`src/tsc_pkg.sv`:
```
/*
  Shared constants, types and helpers for the touch converter serial link:
  command byte layout, sequence lengths, host register map, state codes.
  Assumes a 10 MHz system clock on both ends and a serial clock that the
  host derives from it.
*/
package tsc_pkg;
  localparam int          SYS_PERIOD_NS  = 100;
  localparam int          SCLK_PERIOD_NS = 800;
  localparam int          HALF_CYC       = SCLK_PERIOD_NS / (2 * SYS_PERIOD_NS);
  localparam logic [2:0]  HALF_LAST      = 3'(HALF_CYC - 1);
  localparam int          START_BIT      = 7;
  localparam int          CH_HI          = 6;
  localparam int          CH_LO          = 4;
  localparam int          RES_BIT        = 3;
  localparam int          REF_BIT        = 2;
  localparam int          PD1_BIT        = 1;
  localparam int          PD0_BIT        = 0;
  localparam logic [2:0]  CH_BATTERY     = 3'h2;
  localparam logic [4:0]  ACQ_CLKS       = 5'h03;
  localparam logic [4:0]  FULL_BITS      = 5'h0C;
  localparam logic [4:0]  SHORT_BITS     = 5'h08;
  localparam logic [4:0]  FLUSH_CLKS     = 5'h03;
  localparam logic [4:0]  FRAME_CLKS     = 5'h1B;
  localparam logic [4:0]  CAP_FIRST      = 5'h0C;
  localparam logic [4:0]  CAP_LAST       = 5'h17;
  localparam logic [1:0]  PD_RESET       = 2'h0;
  localparam logic        REF_RESET      = 1'h0;
  localparam logic [2:0]  PIN_INIT       = 3'h2;
  localparam logic [7:0]  RATIO_CH_MASK  = 8'hFF;
  localparam logic [3:0]  REG_CMD        = 4'h0;
  localparam logic [3:0]  REG_STAT       = 4'h4;
  localparam logic [3:0]  REG_RESULT     = 4'h8;
  localparam logic [1:0]  RESP_OKAY      = 2'h0;
  localparam logic [1:0]  RESP_SLVERR    = 2'h2;

  typedef enum logic [3:0] {
    S_IDLE  = 4'h1,
    S_ACQ   = 4'h2,
    S_CONV  = 4'h4,
    S_FLUSH = 4'h8
  } tsc_seq_t;

  typedef enum logic [2:0] {
    H_IDLE = 3'h1,
    H_LOW  = 3'h2,
    H_HIGH = 3'h4
  } tsc_frame_t;

  // serial clocks spent converting, including the ratiometric extra clock
  function automatic logic [4:0] tsc_conv_clks(input logic res8, input logic diff);
    tsc_conv_clks = (res8 ? SHORT_BITS : FULL_BITS) + {4'h0, diff};
  endfunction : tsc_conv_clks
endpackage : tsc_pkg

```
`src/tsc_if.sv`:
```
/*
  Serial link between host and converter: clock, select, data in, data out.
  Assumes the host drives clock, select and data in; the converter output
  is resolved here from its enable, reading low when released.
*/
interface tsc_if;
  logic serial_clock;
  logic cs_n;
  logic din;
  logic dout;
  logic dout_oe_n;
  logic dout_line;

  assign dout_line = dout_oe_n ? 1'b0 : dout;

  modport dev  (input serial_clock, input cs_n, input din, output dout, output dout_oe_n);
  modport host (output serial_clock, output cs_n, output din, input dout_line);
endinterface : tsc_if

```
`src/tsc_dev.sv`:
```
/*
  Converter end of the touch link: command receiver, acquire/hold/convert
  sequencer, result shifter and power/reference control outputs.
  Assumes the serial pins are asynchronous to sys_clk_i and slow enough
  (several system clocks per phase) for the three-flop synchroniser;
  sample_i is the held analog result, valid from the end of acquisition.
*/
module tsc_dev
  import tsc_pkg::*;
(
  input  wire logic        sys_clk_i,     // system clock
  input  wire logic        arst_n_i,      // async reset, active low
  tsc_if.dev               link,          // serial pins
  input  wire logic [11:0] sample_i,      // held input, binary code
  output logic      [2:0]  channel_o,     // active channel
  output logic             res8_o,        // eight-bit conversion
  output logic             diff_ref_o,    // ratiometric reference
  output logic             divider_en_o,  // battery divider on
  output logic             hold_o,        // sample-and-hold in hold
  output logic             drivers_on_o,  // touch drivers on
  output logic             busy_o,        // busy indication
  output logic             adc_pwr_o,     // converter powered
  output logic             ref_pwr_o,     // internal reference powered
  output logic             pen_irq_en_o,  // pen interrupt enabled
  output logic             ym_sw_o        // y-minus switch on in sleep
);
  logic [2:0]  pin_q;
  logic [2:0]  pin_rise;
  logic [2:0]  pin_fall;
  logic        sclk_rise;
  logic        sclk_fall;
  logic        cs_n_s;
  logic        din_s;
  logic        sel;

  logic [7:0]  rx_q;
  logic [3:0]  rx_cnt_q;
  logic        rx_take;
  logic        rx_start;
  logic        rx_shift;
  logic        rx_done;
  logic [7:0]  rx_byte;
  logic        pend_q;
  logic [7:0]  pend_cmd_q;

  tsc_seq_t    state_q;
  tsc_seq_t    state_d;
  logic [4:0]  cnt_q;
  logic [4:0]  cnt_d;
  logic [4:0]  cnt_inc;
  logic [7:0]  cmd_q;
  logic        seq_start;
  logic        acq_end;
  logic        conv_end;
  logic        flush_end;
  logic [4:0]  conv_clks;
  logic        res8_w;
  logic        diff_w;

  logic        busy_q;
  logic        ref_pwr_q;
  logic [1:0]  pd_q;
  logic [11:0] res_q;
  logic        dout_q;

  tsc_sync #(
    .W    (3),
    .INIT (PIN_INIT)
  ) u_sync (
    .sys_clk_i (sys_clk_i),
    .arst_n_i  (arst_n_i),
    .d_i       ({link.serial_clock, link.cs_n, link.din}),
    .q_o       (pin_q),
    .rise_o    (pin_rise),
    .fall_o    (pin_fall)
  );

  assign sclk_rise = pin_rise[2];
  assign sclk_fall = pin_fall[2];
  assign cs_n_s    = pin_q[1];
  assign din_s     = pin_q[0];
  assign sel       = ~cs_n_s;

  // command receiver, one bit per rising serial edge
  assign rx_take  = sclk_rise & sel;
  assign rx_start = rx_take & (rx_cnt_q == 4'h0) & din_s & ~pend_q;
  assign rx_shift = rx_take & (rx_cnt_q != 4'h0);
  assign rx_done  = rx_shift & (rx_cnt_q == 4'h7);
  assign rx_byte  = {rx_q[6:0], din_s};

  always_ff @(posedge sys_clk_i or negedge arst_n_i) begin
    if (!arst_n_i) begin
      rx_q     <= 8'h00;
      rx_cnt_q <= 4'h0;
    end else if (cs_n_s) begin
      rx_cnt_q <= 4'h0;
    end else if (rx_start) begin
      rx_q     <= 8'h01;
      rx_cnt_q <= 4'h1;
    end else if (rx_shift) begin
      rx_q     <= rx_byte;
      rx_cnt_q <= rx_done ? 4'h0 : rx_cnt_q + 4'h1;
    end
  end

  // a byte finished during readout waits here; one slot is enough because
  // the next start bit is refused until this one is taken
  always_ff @(posedge sys_clk_i or negedge arst_n_i) begin
    if (!arst_n_i) begin
      pend_q     <= 1'b0;
      pend_cmd_q <= 8'h00;
    end else begin
      pend_q     <= sel & (rx_done | (pend_q & ~seq_start));
      if (rx_done) begin
        pend_cmd_q <= rx_byte;
      end
    end
  end

  // sequencer decode
  assign res8_w    = cmd_q[RES_BIT];
  assign diff_w    = ~cmd_q[REF_BIT];
  assign conv_clks = tsc_conv_clks(res8_w, diff_w);
  assign cnt_inc   = cnt_q + 5'h01;
  // starting straight out of the trailing clocks lets commands overlap readout
  assign seq_start = pend_q & sel & ((state_q == S_IDLE) | (state_q == S_FLUSH));
  assign acq_end   = (state_q == S_ACQ) & sclk_rise & (cnt_inc == ACQ_CLKS);
  assign conv_end  = (state_q == S_CONV) & sclk_rise & (cnt_inc == conv_clks);
  assign flush_end = (state_q == S_FLUSH) & sclk_rise & (cnt_inc == FLUSH_CLKS);

  always_comb begin
    state_d = state_q;
    cnt_d   = cnt_q;
    case (state_q)
      S_IDLE: begin
        if (seq_start) begin
          state_d = S_ACQ;
          cnt_d   = 5'h00;
        end
      end
      S_ACQ: begin
        if (acq_end) begin
          state_d = S_CONV;
          cnt_d   = 5'h00;
        end else if (sclk_rise) begin
          cnt_d = cnt_inc;
        end
      end
      S_CONV: begin
        if (conv_end) begin
          state_d = S_FLUSH;
          cnt_d   = 5'h00;
        end else if (sclk_rise) begin
          cnt_d = cnt_inc;
        end
      end
      S_FLUSH: begin
        if (seq_start) begin
          state_d = S_ACQ;
          cnt_d   = 5'h00;
        end else if (flush_end) begin
          state_d = S_IDLE;
          cnt_d   = 5'h00;
        end else if (sclk_rise) begin
          cnt_d = cnt_inc;
        end
      end
      default: begin
        state_d = S_IDLE;
        cnt_d   = 5'h00;
      end
    endcase
    if (cs_n_s) begin
      state_d = S_IDLE;
      cnt_d   = 5'h00;
    end
  end

  always_ff @(posedge sys_clk_i or negedge arst_n_i) begin
    if (!arst_n_i) begin
      state_q <= S_IDLE;
      cnt_q   <= 5'h00;
      cmd_q   <= 8'h00;
    end else begin
      state_q <= state_d;
      cnt_q   <= cnt_d;
      if (seq_start) begin
        cmd_q <= pend_cmd_q;
      end
    end
  end

  // busy rises with hold and stands until the next falling serial edge
  always_ff @(posedge sys_clk_i or negedge arst_n_i) begin
    if (!arst_n_i) begin
      busy_q    <= 1'b0;
      ref_pwr_q <= REF_RESET;
      pd_q      <= PD_RESET;
    end else if (cs_n_s) begin
      busy_q <= 1'b0;                     // reference keeps its state
    end else if (acq_end) begin
      busy_q    <= 1'b1;
      ref_pwr_q <= cmd_q[PD1_BIT];
      pd_q      <= cmd_q[PD1_BIT:PD0_BIT];
    end else if (sclk_fall) begin
      busy_q <= 1'b0;
    end
  end

  // result shifter: the code is passed on, low four bits cleared in eight-bit mode, msb first on falling
  // edges; past both synchronisers the host samples each bit on the second rising edge after
  always_ff @(posedge sys_clk_i or negedge arst_n_i) begin
    if (!arst_n_i) begin
      res_q  <= 12'h000;
      dout_q <= 1'b0;
    end else if (cs_n_s) begin
      dout_q <= 1'b0;
    end else if (acq_end) begin
      res_q <= res8_w ? {sample_i[11:4], 4'h0} : sample_i;
    end else if (sclk_fall) begin
      if (state_q == S_CONV) begin
        dout_q <= res_q[11];
        res_q  <= {res_q[10:0], 1'b0};
      end else begin
        dout_q <= 1'b0;
      end
    end
  end

  assign link.dout      = dout_q;
  assign link.dout_oe_n = cs_n_s;

  assign channel_o    = cmd_q[CH_HI:CH_LO];
  assign res8_o       = res8_w;
  assign diff_ref_o   = diff_w;
  assign busy_o       = busy_q;
  assign hold_o       = (state_q == S_CONV);
  assign divider_en_o = (state_q == S_ACQ) & (channel_o == CH_BATTERY);
  // ratiometric needs the panel powered while the comparator decides
  assign drivers_on_o = (state_q == S_ACQ) | ((state_q == S_CONV) & diff_w);
  // converter wakes with the sequence itself, so no settle delay is needed
  assign adc_pwr_o    = sel & ((state_q != S_IDLE) | pd_q[PD0_BIT]);
  assign ref_pwr_o    = ref_pwr_q;
  assign pen_irq_en_o = ~pd_q[PD0_BIT];
  assign ym_sw_o      = (pd_q == PD_RESET) & (state_q == S_IDLE);
endmodule : tsc_dev

```
`src/tsc_sync.sv`:
```
/*
  Three-flop pin synchroniser with agreement filter and edge pulses.
  Assumes inputs asynchronous to sys_clk_i; outputs are in its domain.
*/
module tsc_sync #(
  parameter int         W    = 1,
  parameter logic [W-1:0] INIT = '0
) (
  input  wire logic         sys_clk_i,  // system clock
  input  wire logic         arst_n_i,   // async reset, active low
  input  wire logic [W-1:0] d_i,        // raw pins
  output logic      [W-1:0] q_o,        // filtered level
  output logic      [W-1:0] rise_o,     // one-cycle rise pulse
  output logic      [W-1:0] fall_o      // one-cycle fall pulse
);
  logic [W-1:0] s1_q;
  logic [W-1:0] s2_q;
  logic [W-1:0] s3_q;
  logic [W-1:0] q_q;
  logic [W-1:0] q_d;

  // a change counts only once the second and third stage agree
  assign q_d    = (s2_q & s3_q) | (q_q & (s2_q ^ s3_q));
  assign q_o    = q_q;
  assign rise_o = q_d & ~q_q;
  assign fall_o = ~q_d & q_q;

  always_ff @(posedge sys_clk_i or negedge arst_n_i) begin
    if (!arst_n_i) begin
      s1_q <= INIT;
      s2_q <= INIT;
      s3_q <= INIT;
      q_q  <= INIT;
    end else begin
      s1_q <= d_i;
      s2_q <= s1_q;
      s3_q <= s2_q;
      q_q  <= q_d;
    end
  end
endmodule : tsc_sync

```
`src/flat_wrapper.sv`:
```
// flat-port wrapper written by rule: the top's interface ports become plain ports
module tsc_dev_flat import tsc_pkg::*;
  (sys_clk_i, arst_n_i, sample_i, channel_o, res8_o, diff_ref_o, divider_en_o, hold_o, drivers_on_o, busy_o, adc_pwr_o, ref_pwr_o, pen_irq_en_o, ym_sw_o, link_serial_clock, link_cs_n, link_din, link_dout, link_dout_oe_n);
  tsc_if link_i ();
  input  wire logic sys_clk_i;
  input  wire logic arst_n_i;
  input  wire logic [11:0] sample_i;
  output logic      [2:0] channel_o;
  output logic res8_o;
  output logic diff_ref_o;
  output logic divider_en_o;
  output logic hold_o;
  output logic drivers_on_o;
  output logic busy_o;
  output logic adc_pwr_o;
  output logic ref_pwr_o;
  output logic pen_irq_en_o;
  output logic ym_sw_o;
  input wire logic [$bits(link_i.serial_clock)-1:0] link_serial_clock;
  input wire logic [$bits(link_i.cs_n)-1:0] link_cs_n;
  input wire logic [$bits(link_i.din)-1:0] link_din;
  output wire logic [$bits(link_i.dout)-1:0] link_dout;
  output wire logic [$bits(link_i.dout_oe_n)-1:0] link_dout_oe_n;
  assign link_i.serial_clock = link_serial_clock;
  assign link_i.cs_n = link_cs_n;
  assign link_i.din = link_din;
  assign link_dout = link_i.dout;
  assign link_dout_oe_n = link_i.dout_oe_n;
  tsc_dev u_core (.sys_clk_i(sys_clk_i), .arst_n_i(arst_n_i), .link(link_i), .sample_i(sample_i), .channel_o(channel_o), .res8_o(res8_o), .diff_ref_o(diff_ref_o), .divider_en_o(divider_en_o), .hold_o(hold_o), .drivers_on_o(drivers_on_o), .busy_o(busy_o), .adc_pwr_o(adc_pwr_o), .ref_pwr_o(ref_pwr_o), .pen_irq_en_o(pen_irq_en_o), .ym_sw_o(ym_sw_o));
endmodule
```
`config.mk`:
```
export PLATFORM = sky130hd
export DESIGN_NAME = tsc_dev_flat
export DESIGN_NICKNAME = d
export VERILOG_FILES = /design/src/tsc_pkg.sv /design/src/tsc_if.sv /design/src/tsc_dev.sv /design/src/tsc_sync.sv /design/src/flat_wrapper.sv
export SDC_FILE = /design/constraint.sdc
export NUM_CORES = 1
export LEC_CHECK = 0
export BUFFER_PORTS_ARGS = -buffer_cell sky130_fd_sc_hd__buf_2
export CORE_ASPECT_RATIO = 2
export CORE_MARGIN = 2
export CORE_UTILIZATION = 56
export CTS_CLUSTER_DIAMETER = 150
export DETAILED_ROUTE_END_ITERATION = 16
export PLACE_DENSITY = 0.77
export SLEW_MARGIN = 20
export SYNTH_ARGS = -nofsm -noshare
export SYNTH_HDL_FRONTEND = slang
export SYNTH_SLANG_ARGS = --single-unit
```
`constraint.sdc`:
```
create_clock -name sys_clk_i -period 5.2 [get_ports sys_clk_i]
set_input_delay 1.04 -clock sys_clk_i [delete_from_list [all_inputs] [get_ports sys_clk_i]]
set_output_delay 1.04 -clock sys_clk_i [all_outputs]
set_load 0.1 [all_outputs]
```
==> impl_metrics.json <==
{
  "grt_pass1_wl_mm": 9.956,
  "place_hpwl_mm": 4.112,
  "place_congestion": 0.8722,
  "cts_buffers": 9,
  "ys_types": 53,
  "status": "finished clean",
  "grt_pass1_vias": 2122,
  "end_kind": "primary output",
  "slowest_delay_ps": 480,
  "power_density_nw_per_um2": 317.7,
  "grt_max_degree": 63,
  "p_comb_share_pct": 13.9,
  "syn_avg_cell_area_um2": 10.82,
  "cp_max_fo": 9,
  "diodes": 0,
  "syn_area_um2": 2987,
  "worst_hold_path_type": "reg -> reg",
  "dp.cells": 351,
  "rows": 37,
  "finalNetCount": 328,
  "clock_path_buffers": 2,
  "grt_use_met3_pct": 6.731,
  "switching_share_pct": 28.45,
  "clk_pin_slew_ps": 60,
  "die_h_um": 107.3,
  "hold_viol_final": 0,
  "slew_violations": 0,
  "synth_edf_count": 0,
  "cp_cell_sequence": "or2b_1 -> or3_1 -> nor4b_2 -> buf_2",
  "yosysSeqAreaShare_pct": 52.16,
  "maxCapViolations": 0,
  "fin_crit_ps": 3255,
  "leakagePower_nw": 1.608,
  "rsz0062_at_grt": "false",
  "fin_cells": 367,
  "fillerInstances": 417,
  "path_buf_inv": 1,
  "worstSetupPathType": "reg -> out",
  "globalRoute.busiestLayer": "met2",
  "clkLatencyLatePin_ps": 340,
  "track_usage_pct": 22.15,
  "dieArea_um2": 5969,
  "start_util_pct": 58.12,
  "finalClockSkew_ps": 9.745,
  "slew_headroom_pct": 41.72,
  "dieWidth_um": 55.64,
  "drive_above_1_share_pct": 24.60,
  "syn_to_final_growth_pct": 11.48,
  "portBuffers": 31,
  "hold-worst-slack_ps": 351.7,
  "slowest_stage": "dfrtp_1",
  "use_met1_pct": 24.86,
  "ios": 32,
  "hold_buffers": 0,
  "synth_seq_cells": 62,
  "ir_drop_uv": 289.9,
  "drc_errors": 0,
  "grt_antenna_before_repair": 0,
  "synth_largest_area_cell": "dfrtp_1",
  "grt_remaining_overflow": 0,
  "ys.flop_type": "dfrtp_1",
  "setup_violations": 0,
  "synth_async_sr_flop_share_pct": 100.0,
  "finalCritPeriodShare_pct": 62.59,
  "worstPathRequired_ps": 4160,
  "netlist_instances": 276,
  "first_iter_violations": 82,
  "power.internal_mw": 0.7568,
  "cpLargestDelayFamily": "simple AND/OR/NAND/NOR gates",
  "vias": 2153,
  "vias_per_cell": 5.866,
  "power_frac_seq_pct": 49.9,
  "crit_arrival_ps": 2210,
  "syn-num-nets": 300,
  "grt_util_met2_pct": 36.90,
  "drt_wl_total_mm": 5.790,
  "start_kind": "register",
  "worstMarginPinSlew_ps": 874.2,
  "htree_levels": 3,
  "power_frac_clock_pct": 36.1,
  "drt_first_pass_iters": 5,
  "synth_top_area_share_pct": 47.76,
  "tns_ps": 0,
  "cts_tree": "yes",
  "root_buffer": "clkbuf_8",
  "yosys_warnings": 0,
  "core_area_um2": 5139,
  "detail-route-antenna-nets": 0,
  "synth.area.top_cells": "dfrtp_1 48%, mux2_2 5.7%, dfstp_2 4.4%",
  "cts_resized": 0,
  "fmax_mhz": 307.2,
  "clock-sinks": 62,
  "post_drt_wl_per_cell_um": 15.78,
  "switchingPower_mw": 0.3009,
  "cts_setup_buffers": 0
}
## worst register-to-register path, cell delays in order, from the launching register on
cell       delay, ps
dfrtp_1          480
ha_1             310
and3_1           230
mux2_2           250
o2111ai_1        120
buf_4            220
a21oi_2          730
nand4b_1         150
o21ai_0          100
## worst paths after layout
path,startpoint,endpoint,slack [ps],cells after the start
max in group asynchronous,arst_n_i,u_core.res_q[7],3830,2
min reg2reg,u_core.u_sync.s1_q[0],u_core.u_sync.s2_q[0],350,0
min in group asynchronous,arst_n_i,u_core.cnt_q[3],840,2
max,u_core.state_q[1],divider_en_o,1950,4
max reg2reg,u_core.cnt_q[0],u_core.res_q[0],2520,8
min,u_core.u_sync.s1_q[0],u_core.u_sync.s2_q[0],350,0
## power groups by stage
stage | Clock [mW] | Combinational (mW) | Sequential [mW]
final | 0.382 | 0.148 | 0.528
after global routing | 0.415 | 0.162 | 0.531
after CTS | 0.396 | 0.149 | 0.527
after detailed placement | 0 | 0.149 | 0.536
after global placement | 0 | 0.148 | 0.534
after floorplan | 0 | 0.118 | 0.525
## registers in the layout, summed over array words and instances, names as in the netlist
name,count
u_core.res_q,12
u_core.cmd_q,7
u_core.pend_cmd_q,7
u_core.rx_q,6
u_core.cnt_q,5
u_core.rx_cnt_q,4
u_core.state_q,4
u_core.u_sync.q_o,3
u_core.u_sync.s1_q,3
u_core.u_sync.s2_q,3
u_core.u_sync.s3_q,3
u_core.busy_o,1
u_core.link.dout,1
u_core.pd_q,1
u_core.pend_q,1
u_core.ref_pwr_o,1
## cells in the final DEF (no fill, tap or decap), types with 4 or more instances in the layout
| cell | instances |
|---|---|
| a21o_1 | 6 |
| a21oi_1 | 13 |
| a22o_1 | 5 |
| a31oi_1 | 4 |
| buf_2 | 31 |
| clkbuf_8 | 12 |
| dfrtp_1 | 57 |
| dfstp_2 | 5 |
| ha_1 | 7 |
| inv_1 | 9 |
| mux2_2 | 15 |
| mux2i_1 | 10 |
| nand2_1 | 21 |
| nand3_1 | 4 |
| nand3b_1 | 5 |
| nor2_1 | 24 |
| nor2b_1 | 4 |
| nor3_1 | 7 |
| o21ai_0 | 15 |
| or3_1 | 5 |
## routing by layer
| layer | vias up | share of wire [%] |
|---|---|---|
| met3 | 19 | 4.3 |
| met4 | 0 | 3.2 |
| met1 | 1049 | 39 |
| met5 | - | 0 |
| met2 | 44 | 54 |
| li1 | 1041 | - |
## cell usage after synthesis (2+ instances only)
| library cell | instances |
|---|---|
| ha_1 | 7 |
| clkbuf_1 | 5 |
| nor4b_1 | 2 |
| nor3_1 | 7 |
| nand3b_1 | 5 |
| nor2b_1 | 4 |
| dfstp_2 | 5 |
| and3b_1 | 2 |
| nor3_2 | 2 |
| nand4b_1 | 2 |
| xor2_1 | 3 |
| a2bb2oi_1 | 2 |
| or3_1 | 5 |
| buf_2 | 7 |
| a21oi_1 | 13 |
| mux2i_1 | 10 |
| a211o_1 | 2 |
| inv_1 | 9 |
| o21ai_0 | 15 |
| dfrtp_1 | 57 |
| a31oi_1 | 4 |
| buf_4 | 3 |
| a22o_1 | 5 |
| nor2_1 | 24 |
| nand3_1 | 4 |
| nor3b_1 | 3 |
| o31ai_1 | 3 |
| a21boi_0 | 2 |
| mux2_2 | 15 |
| nand2_1 | 21 |
| a21o_1 | 6 |
## per-stage QoR
stage | setup slack, ps | utilization, % | cell area, um^2 | power (mW)
2_1_floorplan | 977.7 | - | 2993 | 0.6429
3_3_place_gp | 2323 | 61.26 | 3148 | 0.6823
3_5_place_dp | 2298 | 61.26 | 3148 | 0.6846
4_1_cts | 1913 | 64.79 | 3329 | 1.073
5_1_grt | 1856 | 64.79 | 3329 | 1.108
6_report | 1945 | 64.79 | 3329 | 1.058
## cell type report
class                           instances  area (um^2)  area share (%)
Clock buffer                           15        176.4           5.299
Multi-Input combinational cell        187         1301           39.08
Inverter                               11        46.29           1.390
Tap cell                               58        72.57           2.180
Clock inverter                          1        5.005          0.1503
Timing Repair Buffer                   33        170.2           5.111
Sequential cell                        62         1558           46.79
## logic make-up (layout without fill, tap and decap cells)
group / count (synthesis) / count (layout) / share of synthesized area, %
adders and majority gates: 7 / 7 / 2.932
xor gates and xnor gates: 4 / 4 / 1.173
and+or+nand+nor: 88 / 88 / 15.88
DFF: 62 / 62 / 52.16
AOI/OAI and AO/OA: 63 / 63 / 14.37
muxes: 25 / 25 / 9.007
buffers and inverters: 27 / 60 / 4.482
No activity file was read; power rests on OpenSTA's default activity.
